<file path="config.mk">
export PLATFORM = sky130hd
export DESIGN_NAME = mtrcs_core
export DESIGN_NICKNAME = d
export VERILOG_FILES = /design/src/mtrcs_pkg.sv /design/src/mtrcs_core.sv
export SDC_FILE = /design/constraint.sdc
export NUM_CORES = 1
export LEC_CHECK = 0
export BUFFER_PORTS_ARGS = -buffer_cell sky130_fd_sc_hd__clkbuf_2
export CORE_MARGIN = 2
export CORE_UTILIZATION = 50
export DETAILED_ROUTE_END_ITERATION = 7
export GPL_ROUTABILITY_DRIVEN = 1
export GPL_TIMING_DRIVEN = 0
export PLACE_DENSITY_LB_ADDON = 0.25
export SYNTH_ARGS = -nofsm -noshare
export SYNTH_HDL_FRONTEND = slang
export SYNTH_SLANG_ARGS = --single-unit
</file>
<file path="constraint.sdc">
create_clock -name clk -period 2.25 [get_ports clk]
set_input_delay 0.225 -clock clk [delete_from_list [all_inputs] [get_ports clk]]
set_output_delay 0.225 -clock clk [all_outputs]
set_load 0.01 [all_outputs]
</file>
<file path="src/mtrcs_pkg.sv">
// Purpose: constants and types for the transmit/receive control and status block
// Assumes: one 25 MHz clock; tx and rx datapath events arrive on that clock
// Notes:
// Contract
// - transmit control bit 6 disables the 2048-byte jabber timer; clear keeps it active.
// - bit 5 clear abandons a frame after more than 15 collisions; set keeps retrying.
// - for index 2, bit 4 stops padding and bit 3 stops FCS appending.
// - for index 1, bit 2 stops padding and bit 1 stops FCS appending.
// - software sets bit 0 to send; the MAC clears it when sending completes.
// - two identical status registers, index 1 at 03H, index 2 at 04H; bits 1:0 zero.
// - status bit 7 set when the frame was cut after more than 2048 bytes.
// - status bit 6 set when carrier drops while sending; meaningless in loopback.
// - status bit 5 set when no carrier seen while sending; meaningless in loopback.
// - status bit 4 set for a collision after the first 64 bytes.
// - status bit 3 set for any collision during that frame.
// - status bit 2 set when the frame was abandoned after 16 collisions.
// - receive control bit 6 disables the 2048-byte receive watchdog; clear keeps it active.
// - receive control bit 5 discards received frames longer than 1522 bytes.
// - receive control bit 4 discards received frames with a bad FCS.
// - per-index sticky completion flags, cleared by read or by writing one.

package mtrcs_pkg;
	// register indices; byte address is four times the index
	localparam logic [5:0] IDX_TX_CTL = 6'h02;
	localparam logic [5:0] IDX_TX_ST1 = 6'h03;
	localparam logic [5:0] IDX_TX_ST2 = 6'h04;
	localparam logic [5:0] IDX_RX_CTL = 6'h05;
	localparam logic [5:0] IDX_EVT = 6'h30;
	localparam logic [5:0] IDX_MASK = 6'h31;
	// transmit control fields
	localparam int TXC_JAB_OFF = 6;
	localparam int TXC_RETRY = 5;
	localparam int TXC_PAD2 = 4;
	localparam int TXC_FCS2 = 3;
	localparam int TXC_PAD1 = 2;
	localparam int TXC_FCS1 = 1;
	localparam int TXC_REQ = 0;
	// transmit status fields
	localparam int TXS_JAB = 7;
	localparam int TXS_CLOST = 6;
	localparam int TXS_NOCRS = 5;
	localparam int TXS_LATE = 4;
	localparam int TXS_COL = 3;
	localparam int TXS_EXC = 2;
	// receive control fields
	localparam int RXC_WD_OFF = 6;
	localparam int RXC_LONG = 5;
	localparam int RXC_BADFCS = 4;
	localparam int RXC_ALLMC = 3;
	localparam int RXC_RUNT = 2;
	localparam int RXC_PROMISC = 1;
	localparam int RXC_EN = 0;
	// reset values
	localparam logic [6:0] TXC_RST = 7'h00;
	localparam logic [7:0] TXS_RST = 8'h00;
	localparam logic [6:0] RXC_RST = 7'h00;
	localparam logic [1:0] EVT_RST = 2'h0;
	localparam logic [1:0] MASK_RST = 2'h0;
	// byte and collision counts
	localparam logic [11:0] JAB_BYTES = 12'h800;
	localparam logic [11:0] COL_WINDOW = 12'h040;
	localparam logic [4:0] COL_LAST = 5'h0F;
	localparam logic [11:0] RX_WD_BYTES = 12'h800;
	localparam logic [11:0] RX_LONG_BYTES = 12'h5F2;
	localparam logic [11:0] RX_RUNT_BYTES = 12'h040;
	localparam logic [11:0] CNT_MAX = 12'hFFF;
	localparam logic [4:0] COL_MAX = 5'h1F;

	typedef enum logic {TX_IDLE, TX_SEND} mtrcs_tx_state_t;

	typedef struct packed {
		logic byte_sent;
		logic frame_end;
		logic collision;
		logic carrier;
		logic loopback;
	} mtrcs_tx_ev_t;

	typedef struct packed {
		logic start;
		logic idx2;
		logic pad_en;
		logic fcs_en;
		logic retry;
		logic stop;
	} mtrcs_tx_cmd_t;

	typedef struct packed {
		logic sof;
		logic byte_in;
		logic eof;
		logic fcs_bad;
		logic addr_match;
		logic multicast;
	} mtrcs_rx_ev_t;

	typedef struct packed {
		logic accept;
		logic discard;
		logic wd_cut;
	} mtrcs_rx_res_t;

	typedef struct packed {
		mtrcs_tx_state_t tst;
		logic [6:0] txc;
		logic [1:0][7:0] txs;
		logic [6:0] rxc;
		logic [1:0] evt;
		logic [1:0] mask;
		logic [7:0] rdata;
		logic irq;
		logic idx2;
		logic [11:0] bcnt;
		logic [4:0] ncol;
		logic crs_seen;
		logic [7:0] work;
		mtrcs_tx_cmd_t cmd;
		logic ractive;
		logic rcut;
		logic [11:0] rcnt;
		mtrcs_rx_res_t rres;
		logic wait_r;
	} mtrcs_state_t;

	// everything zero except waitrequest, which idles high
	localparam mtrcs_state_t ST_RST = mtrcs_state_t'({{($bits(mtrcs_state_t)-1){1'b0}}, 1'b1});
endpackage : mtrcs_pkg

</file>
<file path="src/mtrcs_core.sv">
// Purpose: transmit control, per-index transmit status and receive control of the MAC
// Assumes: datapath events are one-cycle pulses on clk, except carrier and loopback levels
// Notes: registers reached over Avalon-MM; every access answers after one wait cycle
//
// Local design decision: the Avalon-MM interface to the registers.
`timescale 1ns/10ps
`default_nettype none

module mtrcs_core import mtrcs_pkg::*; (
	// clock and reset
	input wire logic clk,
	input wire logic rst_n,
	// avalon-mm slave
	input wire logic [7:0] av_address,
	input wire logic av_read,
	input wire logic av_write,
	input wire logic [31:0] av_writedata,
	input wire logic [3:0] av_byteenable,
	output logic [31:0] av_readdata,
	output logic av_waitrequest,
	// transmit datapath
	input wire mtrcs_tx_ev_t tx_ev,
	output mtrcs_tx_cmd_t tx_cmd,
	// receive datapath
	input wire mtrcs_rx_ev_t rx_ev,
	output mtrcs_rx_res_t rx_res,
	// interrupt
	output logic irq
);

	mtrcs_state_t q;
	mtrcs_state_t s;

	function automatic logic reg_hit(input logic [7:0] addr, input logic [5:0] idx);
		return (addr[1:0] == 2'h0) && (addr[7:2] == idx);
	endfunction : reg_hit

	logic rfire;
	logic wfire;
	logic wr_txc;
	logic jab_cut;
	logic col_now;
	logic fin;
	logic sw_req;
	logic rx_ok;
	logic [11:0] rx_len;

	assign rfire = av_read && !q.wait_r;
	assign wfire = av_write && !q.wait_r && av_byteenable[0];
	assign wr_txc = wfire && reg_hit(av_address, IDX_TX_CTL);
	assign sw_req = wr_txc && av_writedata[TXC_REQ];
	assign jab_cut = (q.tst == TX_SEND) && tx_ev.byte_sent && (q.bcnt == JAB_BYTES)
		&& !q.txc[TXC_JAB_OFF];
	assign col_now = (q.tst == TX_SEND) && tx_ev.collision && !jab_cut;
	assign rx_len = q.rcnt;

	always_comb begin
		s = q;
		s.cmd.start = 1'b0;
		s.cmd.retry = 1'b0;
		s.cmd.stop = 1'b0;
		s.rres = '0;
		fin = 1'b0;
		rx_ok = 1'b0;

		// bus handshake: one wait cycle, read data captured while waitrequest is high
		if ((av_read || av_write) && q.wait_r) begin
			s.wait_r = 1'b0;
			if (av_read) begin
				if (reg_hit(av_address, IDX_TX_CTL)) begin
					s.rdata = {1'b0, q.txc};
				end else if (reg_hit(av_address, IDX_TX_ST1)) begin
					s.rdata = q.txs[0];
				end else if (reg_hit(av_address, IDX_TX_ST2)) begin
					s.rdata = q.txs[1];
				end else if (reg_hit(av_address, IDX_RX_CTL)) begin
					s.rdata = {1'b0, q.rxc};
				end else if (reg_hit(av_address, IDX_EVT)) begin
					s.rdata = {6'h00, q.evt};
				end else if (reg_hit(av_address, IDX_MASK)) begin
					s.rdata = {6'h00, q.mask};
				end else begin
					s.rdata = 8'h00;
				end
			end
		end else begin
			s.wait_r = 1'b1;
		end

		// software writes first so that hardware events below win
		if (wr_txc) begin
			s.txc = av_writedata[6:0];
		end
		if (wfire && reg_hit(av_address, IDX_RX_CTL)) begin
			s.rxc = av_writedata[6:0];
		end
		if (wfire && reg_hit(av_address, IDX_MASK)) begin
			s.mask = av_writedata[1:0];
		end
		// only flags that were actually returned are cleared by the read
		if (rfire && reg_hit(av_address, IDX_EVT)) begin
			s.evt = s.evt & ~q.rdata[1:0];
		end
		if (wfire && reg_hit(av_address, IDX_EVT)) begin
			s.evt = s.evt & ~av_writedata[1:0];
		end

		// transmit sequencing
		case (q.tst)
			TX_IDLE: begin
				if (q.txc[TXC_REQ]) begin
					s.tst = TX_SEND;
					s.bcnt = 12'h000;
					s.ncol = 5'h00;
					s.crs_seen = 1'b0;
					s.work = 8'h00;
					s.cmd.start = 1'b1;
					s.cmd.idx2 = q.idx2;
					if (q.idx2) begin
						s.cmd.pad_en = !q.txc[TXC_PAD2];
						s.cmd.fcs_en = !q.txc[TXC_FCS2];
					end else begin
						s.cmd.pad_en = !q.txc[TXC_PAD1];
						s.cmd.fcs_en = !q.txc[TXC_FCS1];
					end
				end
			end
			TX_SEND: begin
				if (tx_ev.carrier) begin
					s.crs_seen = 1'b1;
				end else if (q.crs_seen && !tx_ev.loopback) begin
					s.work[TXS_CLOST] = 1'b1;
				end
				if (tx_ev.byte_sent && (q.bcnt != CNT_MAX)) begin
					s.bcnt = q.bcnt + 12'h001;
				end
				if (jab_cut) begin
					// byte beyond the limit: the datapath must drop the rest of the frame
					s.work[TXS_JAB] = 1'b1;
					s.cmd.stop = 1'b1;
					fin = 1'b1;
				end else if (col_now) begin
					s.work[TXS_COL] = 1'b1;
					if (q.bcnt >= COL_WINDOW) begin
						s.work[TXS_LATE] = 1'b1;
					end
					if (q.ncol != COL_MAX) begin
						s.ncol = q.ncol + 5'h01;
					end
					if ((q.ncol == COL_LAST) && !q.txc[TXC_RETRY]) begin
						s.work[TXS_EXC] = 1'b1;
						s.cmd.stop = 1'b1;
						fin = 1'b1;
					end else begin
						// backoff is the datapath's job; count restarts with the frame
						s.cmd.retry = 1'b1;
						s.bcnt = 12'h000;
					end
				end else if (tx_ev.frame_end) begin
					fin = 1'b1;
				end
				if (fin) begin
					if (!q.crs_seen && !tx_ev.carrier && !tx_ev.loopback) begin
						s.work[TXS_NOCRS] = 1'b1;
					end
					s.work[1:0] = 2'h0;
					s.txs[q.idx2] = s.work;
					s.evt[q.idx2] = 1'b1;
					s.idx2 = !q.idx2;
					s.tst = TX_IDLE;
					// a fresh request written in the same cycle survives
					if (!sw_req) begin
						s.txc[TXC_REQ] = 1'b0;
					end
				end
			end
			default: begin
				s.tst = TX_IDLE;
			end
		endcase

		// receive filtering
		if (rx_ev.sof) begin
			s.ractive = q.rxc[RXC_EN];
			s.rcnt = 12'h000;
			s.rcut = 1'b0;
		end else if (q.ractive && rx_ev.byte_in) begin
			if (q.rcnt != CNT_MAX) begin
				s.rcnt = q.rcnt + 12'h001;
			end
			if ((q.rcnt == RX_WD_BYTES) && !q.rxc[RXC_WD_OFF] && !q.rcut) begin
				s.rcut = 1'b1;
				s.rres.wd_cut = 1'b1;
			end
		end
		if (q.ractive && rx_ev.eof && !rx_ev.sof) begin
			rx_ok = q.rxc[RXC_EN]
				&& (rx_ev.addr_match || q.rxc[RXC_PROMISC]
					|| (rx_ev.multicast && q.rxc[RXC_ALLMC]))
				&& !((rx_len < RX_RUNT_BYTES) && !q.rxc[RXC_RUNT]);
			if (rx_ev.fcs_bad && q.rxc[RXC_BADFCS]) begin
				rx_ok = 1'b0;
			end
			if ((rx_len > RX_LONG_BYTES) && q.rxc[RXC_LONG]) begin
				rx_ok = 1'b0;
			end
			if (q.rcut) begin
				rx_ok = 1'b0;
			end
			s.rres.accept = rx_ok;
			s.rres.discard = !rx_ok;
			s.ractive = 1'b0;
		end

		s.irq = |(s.evt & s.mask);
	end

	always_ff @(posedge clk or negedge rst_n) begin
		if (!rst_n) begin
			q <= ST_RST;
		end else begin
			q <= s;
		end
	end

	assign av_readdata = {24'h000000, q.rdata};
	assign av_waitrequest = q.wait_r;
	assign tx_cmd = q.cmd;
	assign rx_res = q.rres;
	assign irq = q.irq;
endmodule : mtrcs_core

`default_nettype wire

</file>
[Word-level counts from Yosys, hierarchy flattened]
Index checks and enable logic that the tools add are counted.
Word-level totals
  flip-flop bits (word level): 95
  bits in read-only memories: 0
  memories: 0
  output and inout port bits: 43
  RAM bits: 0
  bits in latches: 0
Operators by class
  multiply operators: 0
  add/subtract/negate cells: 3
  reduce and logical (&&, ||, !) cells: 73
  bitwise logic cells: 7
  equal/unequal tests: 18
  muxes and demuxes: 73
  order comparisons: 5
  divide/modulo/power cells: 0
  shifts and indexed selects: 0
Operators by type and width (number)
  $mux W17: 4
  $pmux W26 S2: 1
  $logic_and A1 B1 Y1: 38
  $mux W1: 36
  $mux W12: 3
  $mux W8: 4
  $mux W30: 1
  $mux W13: 2
  $add A12 B1 Y12 const B: 2
  $eq A12 B12 Y1 const B: 2
  $mux W2: 12
  $ne A12 B12 Y1 const B: 2
  $logic_not A1 Y1: 18
  $bwmux W16: 1
  $reduce_and A2 Y1: 7
  $eq A6 B2 Y1 const B: 2
  $eq A6 B3 Y1 const B: 2
  $eq A6 B6 Y1 const B: 2
  $ge A12 B7 Y1 const B: 1
  $gt A12 B11 Y1 const B: 1
  $lt A12 B7 Y1 const B: 1
  $mux W3: 3
  $demux W8 S1: 1
  $reduce_bool A2 Y1: 4
  20 further kinds: 29

[Depth between registers and ports, before layout]
Gate-level depths: netlist of run 1.
  depth in word-level cells: 13
  mapped depth: 9

[Least setup slack after synthesis of run 1]
OpenSTA, ideal clock, no wires.
  path kind: input to register
  start point: input av_address[1]
  end point: register q, in the netlist irq
  arrival: 2.023 ns
  setup slack: 0.100 ns
  stages: 5
  data required time: 2.123 ns
  path through: or3_4 -> or4_4 -> or4_4 -> mux2_4 -> o2bb2ai_2
RTL lines
  from (decl): line mtrcs_core.sv:14  | input wire logic [7:0] av_address,
  to (signal assigned): line mtrcs_core.sv:222  | q <= s;
  to (decl): line mtrcs_core.sv:31  | mtrcs_state_t q;

==> results.md, run 1 <==
## Clocking
* 93 — Sink Count
* done — clock tree from TritonCTS
* 3 — H-tree levels
* 360 ps — clk_lat worst skew
* 9 — TritonCTS buffer count
* sky130_fd_sc_hd__clkbuf_8 — root buf cell
* 90 ps — Clock Pin Slew Worst Setup and Hold Paths
* 2 — Bufs on Longest Clock Path

## Setup path
* flip-flop to flip-flop — worst setup path class
* 8 — worst reg2reg path depth
* ha_1 > and3_1 > ha_1 > and3b_1 > o21ai_2 > a21bo_4 > a21boi_1 > o2bb2ai_2 — cell chain of the critical path
* q[33] — startpoint of the most critical register-to-register path
* 110 ps — worst setup slack for register-to-register paths
* 6 — largest fanout of any net on the critical path
* 2500 ps — required time worst endpoint
* flip-flop — element type at the critical path end
* flip-flop — CP Launch Type
* compound AO/OA/AOI/OAI gates — top cell family by delay on the critical path
* 8 — number of gates on the worst path with buffers counted
* 420 ps — Critical Path Max Stage Delay
* sky130_fd_sc_hd__dfrtp_1 — slowest library cell on the worst path
* 0 — WP buf/inv
* q[33] — launching element of the worst setup path
* irq — reg-to-reg critical path endpoint
* 2390 ps — worst path arrival time
* sky130_fd_sc_hd__ha_1 — most frequent CP cell
* irq — crit path to

## Synth
* 0.00492 mm2 — post-synth design cell area
* 0 — EDFF count, synth
* 514 — Synth Instances
* 2.67% — parity-gate share of the synthesized area counting xor and xnor cells
* 13.9% — compound-cell area share of the yosys netlist
* 47.4% — part of the Yosys area used for sequential elements
* 46.8% — proportion of netlist area held by the largest area contributor
* simple AND/OR/NAND/NOR gates — combinational family with the most area after synthesis
* sky130_fd_sc_hd__dfrtp_1 (47%), sky130_fd_sc_hd__buf_4 (6.3%), sky130_fd_sc_hd__nor2_1 (4.2%) — top cells by area, synth
* sky130_fd_sc_hd__dfrtp_1 — cell taking the most area after synthesis
* 1.78% — arithmetic-cell share of the synthesized area counting full adders, half adders and majority gates
* 0 — number of warnings printed during yosys synthesis
* 6.41% — share of synthesized area spent on multiplexers
* 93 — post-synthesis sequential element count
* 18.6% — synthesized-area fraction occupied by and/or/nand/nor cells
* 100% — share of synthesized flip-flops with an asynchronous set or reset
* 58 — number of different library cells in the post-synthesis netlist
* sky130_fd_sc_hd__dfrtp_1 — leading register cell type out of synthesis
* 9.56 um2 — mean instance size in the synthesized netlist

## Power and ir drop
* 709 mW/mm2 — PD cells
* 1.30 mW — Psw
* 27.8% — clock network fraction of design power
* 21.8% — Gate power share
* 4.05 mW — total design power
* 50.5% — portion of total power attributed to sequential cells
* 0.450 mV — IR Drop Worst-Case VDD
* 2.75 mW — internal portion of total power
* 2.73 nW — P_leak
* 32.1% — Switching Share

## STA
* 52.5 ps — hold slack
* 468 MHz — upper clock frequency limit
* 2140 ps — post-route minimum period
* 0 — number of pins exceeding their max-slew limit in the final report
* 94.9% — final period utilization
* 0 — Setup Viol. Count Final
* 692 ps — Worst Tran Pin Value
* 0 — number of hold violations in the final report
* 53.9% — Rel. slew slack
* 0 ps — Final TNS setup
* 11.7 ps — largest clock skew in the final design

## Die
* 0.0106 mm2 — total die area
* 102 — IO Count
* 103 um — Chip Height
* 103 um — die width
* 51.0% — effective utilization at floorplan
* 0.00964 mm2 — floorplan core area
* 36 — std cell rows

## Route
* 0 — Routed Antenna Nets
* 3,960 — total vias in the final route
* 5.40 — Via density
* 233 — count of routing violations after the opening detailed-route iteration
* 14.8 um — average wire per cell in the routed design
* 10,900 um — total detailed-routing wirelength
* 5 — detailed-router iteration count before antenna repair
* 0 — drt drc

## Finish
* 734 — number of standard cells in the final layout excluding fillers
* 16.2% — Synth-to-Final Area Change
* sky130_fd_sc_hd__dfrtp_1 (92), sky130_fd_sc_hd__nor2_1 (55), sky130_fd_sc_hd__clkbuf_2 (46), sky130_fd_sc_hd__nand2_1 (43), sky130_fd_sc_hd__buf_4 (42) — commonest cells after routing, fill and taps aside
* 0 — Inserted Diodes
* sky130_fd_sc_hd__dfrtp_1 — commonest non-fill, non-tap cell in the layout
* 23.0% — layout cell share with drive strength beyond 1
* 59.3% — Layout Utilization
* 663 — total number of nets in the final design

## Global routing
* 0 — Congestion Overflow GR
* 0 — initial antenna violation count
* 3,678 — number of global-route vias before repair
* 51 — pin count of the biggest net entering global routing
* 17,500 um — first-pass GRT wire length
* 21.2% — overall track demand over capacity in global routing

## Placement
* 46 — port buffer count
* 7980 um — Final HPWL DP
* 717 — placed cells
* 0.909 — RD Place Congestion

## Hold path
* av_write — hold path start
* input pin to flip-flop — class of the worst hold path

## Run
* 0 — number of violations of the max-capacitance limit

## Status
* finished, final reports clean — outcome

## cells in the mapped netlist, types with 6 or more instances
| library cell | n |
|---|---|
| sky130_fd_sc_hd__dfrtp_1 | 92 |
| sky130_fd_sc_hd__nor2_1 | 55 |
| sky130_fd_sc_hd__nand2_1 | 43 |
| sky130_fd_sc_hd__buf_4 | 41 |
| sky130_fd_sc_hd__o21ai_0 | 28 |
| sky130_fd_sc_hd__a21oi_1 | 26 |
| sky130_fd_sc_hd__inv_1 | 19 |
| sky130_fd_sc_hd__clkbuf_1 | 17 |
| sky130_fd_sc_hd__mux2_2 | 16 |
| sky130_fd_sc_hd__nor2b_1 | 15 |
| sky130_fd_sc_hd__nor3_1 | 15 |
| sky130_fd_sc_hd__mux2i_1 | 12 |
| sky130_fd_sc_hd__nand3_1 | 12 |
| sky130_fd_sc_hd__nand4_1 | 11 |
| sky130_fd_sc_hd__xnor2_1 | 10 |
| sky130_fd_sc_hd__ha_1 | 7 |
| sky130_fd_sc_hd__o221ai_1 | 6 |
| sky130_fd_sc_hd__o22ai_1 | 6 |
## timing repair
item | in CTS | in global routing
endpoints found under the setup margin | 21 | 26
resized for setup | 7 | 13
pin swaps | 1 | 0
buffers inserted | 1 | 0
hold buffers | 1 | 0
endpoints found under the hold margin | 48 | 0
## cells by family after synthesis
kind of cell,after synthesis
mux,29
flops,93
fa+ha+maj,7
compound gates,105
simple gates,184
buf+inv,80
xor+xnor,15
other cells,1
## power groups by stage
stage	clock [mW]	combinational (mW)	sequential [mW]
floorplan	0	0.583	2.02
finish	1.12	0.881	2.04
global placement	0	0.795	2.06
global route	1.21	0.998	2.07
detailed placement	0	0.837	2.07
CTS	1.16	0.855	2.04
## stage by stage
stage | worst slack (ps) | cell area [um2]
2_1_floorplan | 100 | 5000
6_report | 115 | 5710
3_5_place_dp | -252 | 5420
3_3_place_gp | -174 | 5400
5_1_grt | -8.94 | 5710
4_1_cts | 5.72 | 5660
## cell type report
class	count	area [um2]
Fill cell	863	3930
Sequential cell	93	2330
Multi-Input combinational cell	364	2290
Buffer	61	388
Timing Repair Buffer	49	270
Tap cell	133	166
Clock buffer	9	124
Clock inverter	6	71.3
Inverter	19	71.3
## how the worst min path moves through the flow
stage / slack [ps] / end / cells after the start
2_1_floorplan: -70 / async pin / 0
6_report: 50 / av_waitrequest / 2
3_3_place_gp: 420 / av_waitrequest / 2
3_5_place_dp: 340 / av_readdata[0] / 1
4_1_cts: 30 / av_waitrequest / 2
5_1_grt: 90 / av_waitrequest / 2
## per-layer routing
metal	up-vias	GRT usage, %	part of all wire [%]
met1	1914	28.1	45
met2	118	35.7	49
met5	-	0	0
li1	1918	-	-
met3	10	4.41	4.6
met4	0	5.26	0.85
Power figures use the tool's default switching activity.
==> inputs of run 2 (changes only) <==
CORE_UTILIZATION = 40   (was 50)
PLACE_DENSITY = 0.6   (was default)
PLACE_DENSITY_LB_ADDON = default   (was 0.25)
==> run 2 against run 1 <==
Against the previous run: via count is 0.86% lower; core utilization is 11 points lower; die area is 24% higher; global-route usage is 3.4 points lower; final cell count is 2.2% higher; non-clock buffer count is 1 higher; power is 7.8% higher; sequential share of layout area is 0.77 points lower; critical path depth stayed put; critical endpoint is now q[42]; largest power group unchanged.
==> results.md, run 2 (synthesis gave the netlist of run 1 again) <==
## STA
* 0 — number of pins exceeding their max-slew limit in the final report
* 128 ps — Setup WS post-layout
* 2120 ps — post-route minimum period
* 94.3% — final period utilization
* 59.4% — Rel. slew slack
* 471 MHz — upper clock frequency limit
* 10.8 ps — largest clock skew in the final design
* 0 — number of hold violations in the final report
* 0 — Setup Viol. Count Final
* 69.8 ps — hold slack
* 609 ps — Worst Tran Pin Value

## Setup path
* 9 — largest fanout of any net on the critical path
* 360 ps — Critical Path Max Stage Delay
* flip-flop — element type at the critical path end
* simple AND/OR/NAND/NOR gates — top cell family by delay on the critical path
* sky130_fd_sc_hd__buf_4 — most frequent CP cell
* clkbuf_1 > nor4b_2 > nand4_1 > buf_4 > buf_4 > a31oi_4 > nand2_1 > o32ai_1 — cell chain of the critical path
* 2370 ps — worst path arrival time
* 3 — WP buf/inv
* flip-flop to flip-flop — worst setup path class
* flip-flop — CP Launch Type
* sky130_fd_sc_hd__dfrtp_1 — slowest library cell on the worst path
* 2500 ps — required time worst endpoint

## Power and ir drop
* 750 mW/mm2 — PD cells
* 0.322 mV — IR Drop Worst-Case VDD
* 2.77 nW — P_leak

## Route
* 5.23 — Via density
* 0 — drt drc
* 5260 um — routed length on met2
* 4 — detailed-router iteration count before antenna repair
* 11,200 um — total detailed-routing wirelength
* 235 — count of routing violations after the opening detailed-route iteration
* 5260 um — post-route met1 wirelength
* 529 um — met3 routed wirelength
* 3,926 — total vias in the final route
* 0 — Routed Antenna Nets
* 15.0 um — average wire per cell in the routed design
* met4 — uppermost layer routed

## Finish
* 18.4% — Synth-to-Final Area Change
* 48.5% — Layout Utilization
* sky130_fd_sc_hd__dfrtp_1 — commonest non-fill, non-tap cell in the layout
* 23.4% — layout cell share with drive strength beyond 1
* 0 — Inserted Diodes
* 664 — total number of nets in the final design
* 0.00582 mm2 — post-route cell area
* sky130_fd_sc_hd__dfrtp_1 (92), sky130_fd_sc_hd__nor2_1 (55), sky130_fd_sc_hd__clkbuf_2 (46), sky130_fd_sc_hd__nand2_1 (43), sky130_fd_sc_hd__buf_4 (43) — commonest cells after routing, fill and taps aside

## Clocking
* 93 — Sink Count
* 350 ps — clk_lat worst skew
* 3 — H-tree levels
* 9 — TritonCTS buffer count
* sky130_fd_sc_hd__clkbuf_16 — root buf cell
* done — clock tree from TritonCTS
* 60 ps — Clock Pin Slew Worst Setup and Hold Paths
* 2 — Bufs on Longest Clock Path

## Global routing
* 0 — initial antenna violation count
* 66 — pin count of the biggest net entering global routing
* 17.8% — overall track demand over capacity in global routing
* 0 — Congestion Overflow GR
* 3,635 — number of global-route vias before repair
* 18,500 um — first-pass GRT wire length

## Hold path
* input pin to flip-flop — class of the worst hold path

## Die
* 115 um — die width
* 40 — std cell rows
* 0.0132 mm2 — total die area
* 40.9% — effective utilization at floorplan
* 102 — IO Count
* 115 um — Chip Height
* 0.0120 mm2 — floorplan core area

## Status
* finished, final reports clean — outcome

## Placement
* 0.00545 mm2 — post-placement cell area
* 8140 um — Final HPWL DP
* 46 — port buffer count
* 0.859 — RD Place Congestion
* -232 ps — post-placement worst setup slack

## Run
* 0 — number of violations of the max-capacitance limit

## run 2: cell count changes in the layout (fill, tap and decap cells not counted), sizes merged
| cell | before | now |
|---|---|---|
| buf | 46 | 47 |
| bufinv | 1 | 0 |
| clkbuf | 72 | 73 |
| clkinvlp | 2 | 3 |
## run 2: stage by stage
stage / setup TNS [ps] / std cells / total power, mW
2_1_floorplan: 0 / 537 / 2.60
3_3_place_gp: -16470 / 730 / 2.87
3_5_place_dp: -2340 / 731 / 2.91
4_1_cts: -337 / 748 / 4.38
5_1_grt: -2.83 / 750 / 4.64
6_report: 0 / 750 / 4.37
## run 2: timing repair
action | 4_1_cts | 5_1_grt
gates resized for setup | 4 | 15
endpoints found under the hold margin | 27 | 0
setup buffers | 0 | 2
hold buffers | 1 | 0
pin swaps | 0 | 2
setup endpoints to repair | 21 | 23
## run 2: worst paths after layout
kind                           startpoint              to  slack [ps]  depth (start not counted)
min in group asynchronous           rst_n           q[48]         390                          2
max in group asynchronous           rst_n           q[90]        1200                          3
max                                 q[47]           q[42]         130                          8
min reg2reg                av_readdata[6]  av_readdata[6]         480                          2
min                              av_write  av_waitrequest          70                          2
max reg2reg                         q[47]           q[42]         130                          8
## run 2: layer usage
metal	global-route usage [%]	vias up
met5	0	-
met4	6.75	0
met3	2.79	15
met2	27.6	106
met1	25.4	1876
li1	-	1929
## run 2: final cells by class
cell class	instances	area (um2)
fillers	1139	6190
flip-flops and latches	93	2330
multi-input cells	364	2280
plain buffers	61	388
repair buffers	50	285
clock buffers	10	239
well taps	147	184
inverters	19	71.3
clock inverters	6	45.0
## run 2: where the power goes
group,switching (mW),leakage (nW),internal [mW]
registers,0.175,1.26,1.88
logic,0.508,1.39,0.353
clock network,0.670,0.132,0.785
==> inputs of run 3 (changes only) <==
ABC_AREA = 1   (was default)
CTS_BUF_LIST = sky130_fd_sc_hd__clkbuf_8   (was default)
==> run 3 against run 2 <==
Against the previous run: global-route usage up 0.70 points; setup slack improved by 130 ps; non-clock buffer count is 6 lower; final cell count increased by 24%; wire length rose by 8.8%; clock power decreased by 20%; critical path depth increased by 2; sequential cell count is the same; via count rose by 15%; core utilization shrank 0.93 points; largest power group unchanged.
==> results.md, run 3 <==
## Route
* 4,532 — total vias in the final route
* 13.2 um — average wire per cell in the routed design
* 6 — detailed-router iteration count before antenna repair
* 406 — count of routing violations after the opening detailed-route iteration
* 0 — drt drc
* 4.88 — Via density
* 0 — Routed Antenna Nets
* 12,200 um — total detailed-routing wirelength

## Finish
* sky130_fd_sc_hd__nand2_1 — commonest non-fill, non-tap cell in the layout
* 0 — Inserted Diodes
* 820 — total number of nets in the final design
* 15.1% — Synth-to-Final Area Change
* sky130_fd_sc_hd__nand2_1 (171), sky130_fd_sc_hd__dfrtp_1 (92), sky130_fd_sc_hd__inv_1 (68), sky130_fd_sc_hd__nor2_1 (60), sky130_fd_sc_hd__o21ai_0 (49) — commonest cells after routing, fill and taps aside
* 20.2% — layout cell share with drive strength beyond 1
* 1,278 — count of filler cells inserted in the layout
* 47.5% — Layout Utilization
* 929 — number of standard cells in the final layout excluding fillers

## Setup path
* flip-flop to flip-flop — worst setup path class
* flip-flop — CP Launch Type
* 2250 ps — worst path arrival time
* 2520 ps — required time worst endpoint
* 10 — largest fanout of any net on the critical path
* flip-flop — element type at the critical path end

## Clocking
* 93 — Sink Count
* done — clock tree from TritonCTS
* 3 — H-tree levels
* 90 ps — Clock Pin Slew Worst Setup and Hold Paths
* 9 — TritonCTS buffer count
* 2 — number of buffers inserted by hold repair at cts
* 0 — Post-CTS Setup Bufs
* 380 ps — clk_lat worst skew
* 2 — Bufs on Longest Clock Path
* 0 — # resized after CTS
* sky130_fd_sc_hd__clkbuf_8 — root buf cell

## Placement
* 9240 um — Final HPWL DP
* 262 ps — post-placement worst setup slack
* 49 — port buffer count
* 0.875 — RD Place Congestion
* 913 — placed cells

## Synth
* sky130_fd_sc_hd__dfrtp_1 (44%), sky130_fd_sc_hd__nand2_1 (12%), sky130_fd_sc_hd__buf_4 (6.1%) — top cells by area, synth
* 93 — post-synthesis sequential element count
* sky130_fd_sc_hd__dfrtp_1 — cell taking the most area after synthesis
* 1.66% — arithmetic-cell share of the synthesized area counting full adders, half adders and majority gates
* 0.00528 mm2 — post-synth design cell area
* 12.0% — compound-cell area share of the yosys netlist
* sky130_fd_sc_hd__nand2_1 — dominant cell by count in the synthesized netlist
* 27.7% — synthesized-area fraction occupied by and/or/nand/nor cells
* 100% — share of synthesized flip-flops with an asynchronous set or reset
* 0 — number of warnings printed during yosys synthesis
* simple AND/OR/NAND/NOR gates — combinational family with the most area after synthesis
* 0 — EDFF count, synth
* 44.1% — part of the Yosys area used for sequential elements
* 0% — share of synthesized area spent on multiplexers
* 41 — number of different library cells in the post-synthesis netlist
* sky130_fd_sc_hd__nand2_1 (171), sky130_fd_sc_hd__dfrtp_1 (92), sky130_fd_sc_hd__inv_1 (67) — top cells by count, synth
* 668 — Synth Instances
* 7.90 um2 — mean instance size in the synthesized netlist
* sky130_fd_sc_hd__dfrtp_1 — leading register cell type out of synthesis
* 43.6% — proportion of netlist area held by the largest area contributor
* 1.83% — parity-gate share of the synthesized area counting xor and xnor cells

## STA
* 88.4% — final period utilization
* 7.73 ps — largest clock skew in the final design
* 56.2% — Rel. slew slack
* 0 — Setup Viol. Count Final
* 0 — number of hold violations in the final report
* 655 ps — Worst Tran Pin Value
* 56.3 ps — hold slack
* 1990 ps — post-route minimum period
* 503 MHz — upper clock frequency limit
* 262 ps — Setup WS post-layout
* no — RSZ-0062 raised after global routing
* 0 — number of pins exceeding their max-slew limit in the final report
* 0 ps — Final TNS setup

## Die
* 0.0141 mm2 — total die area
* 119 um — Chip Height
* 41.3% — effective utilization at floorplan
* 41 — std cell rows
* 119 um — die width
* 102 — IO Count
* 0.0128 mm2 — floorplan core area

## Global routing
* 53 — pin count of the biggest net entering global routing
* 18.5% — overall track demand over capacity in global routing
* 0 — initial antenna violation count
* 21,100 um — first-pass GRT wire length
* 0 — Congestion Overflow GR
* 4,363 — number of global-route vias before repair

## Run
* 0 — number of violations of the max-capacitance limit

## Power and ir drop
* 729 mW/mm2 — PD cells
* 3.05 nW — P_leak
* 0.390 mV — IR Drop Worst-Case VDD

## Status
* finished, final reports clean — outcome

## Hold path
* input pin to flip-flop — class of the worst hold path

==> run 3: critical path, cell delays in order, from the launching register on <==
cell                       delay (ps)
sky130_fd_sc_hd__dfrtp_1          400
sky130_fd_sc_hd__ha_1             200
sky130_fd_sc_hd__nand2_1           60
sky130_fd_sc_hd__nor2_1           150
sky130_fd_sc_hd__ha_1             170
sky130_fd_sc_hd__nand2_1          140
sky130_fd_sc_hd__o211ai_4         390
sky130_fd_sc_hd__nand2_4          110
sky130_fd_sc_hd__buf_6            160
sky130_fd_sc_hd__nand2_1           60
sky130_fd_sc_hd__o21ai_1           50
==> run 3: layer usage <==
layer,share of wire [%],wire (um),global-route usage [%]
met5,0,0,0
met3,5.4,657,4.98
met1,46,5680,24.3
met2,47,5690,30.4
met4,1.7,210,4.84
==> run 3: cells by family (layout without fill, tap and decap cells) <==
family,Yosys count,after routing
AO/OA/AOI/OAI,106,106
AND/OR/NAND/NOR,327,327
XOR/XNOR,11,11
flip-flops,93,93
buffers and inverters,123,189
other,1,24
adder cells (fa/ha/maj),7,7
==> run 3: cell type report <==
| type | instances | area [um2] | area share, % |
|---|---|---|---|
| multi-input cells | 475 | 2370 | 39.0 |
| flip-flops and latches | 93 | 2330 | 38.3 |
| plain buffers | 53 | 402 | 6.61 |
| repair buffers | 52 | 295 | 4.86 |
| inverters | 70 | 263 | 4.33 |
| well taps | 172 | 215 | 3.54 |
| clock buffers | 12 | 165 | 2.72 |
| clock inverters | 2 | 33.8 | 0.556 |
==> run 3: report_power, final <==
part           leakage (nW)  switching [mW]  internal [mW]
clock                 0.106           0.575          0.589
combinational          1.70           0.623          0.410
sequential             1.24           0.259           1.97
==> run 3: through the flow <==
step	instance area (um2)	total power, mW
finish	6070	4.43
global placement	5820	3.26
CTS	6070	4.48
floorplan	5360	2.97
detailed placement	5850	3.30
global route	6070	4.75
==> run 3: worst paths after layout <==
kind | start | slack (ps) | to | depth (start not counted)
setup / recovery | q[33] | 260 | flip-flop | 10
hold / removal | av_read | 60 | av_waitrequest | 2
setup reg to reg | q[33] | 260 | flip-flop | 10
hold reg to reg | flip-flop | 490 | flip-flop | 2
max in group asynchronous | rst_n | 1160 | tx_cmd[1] | 3
min in group asynchronous | rst_n | 420 | rx_len[4] | 2
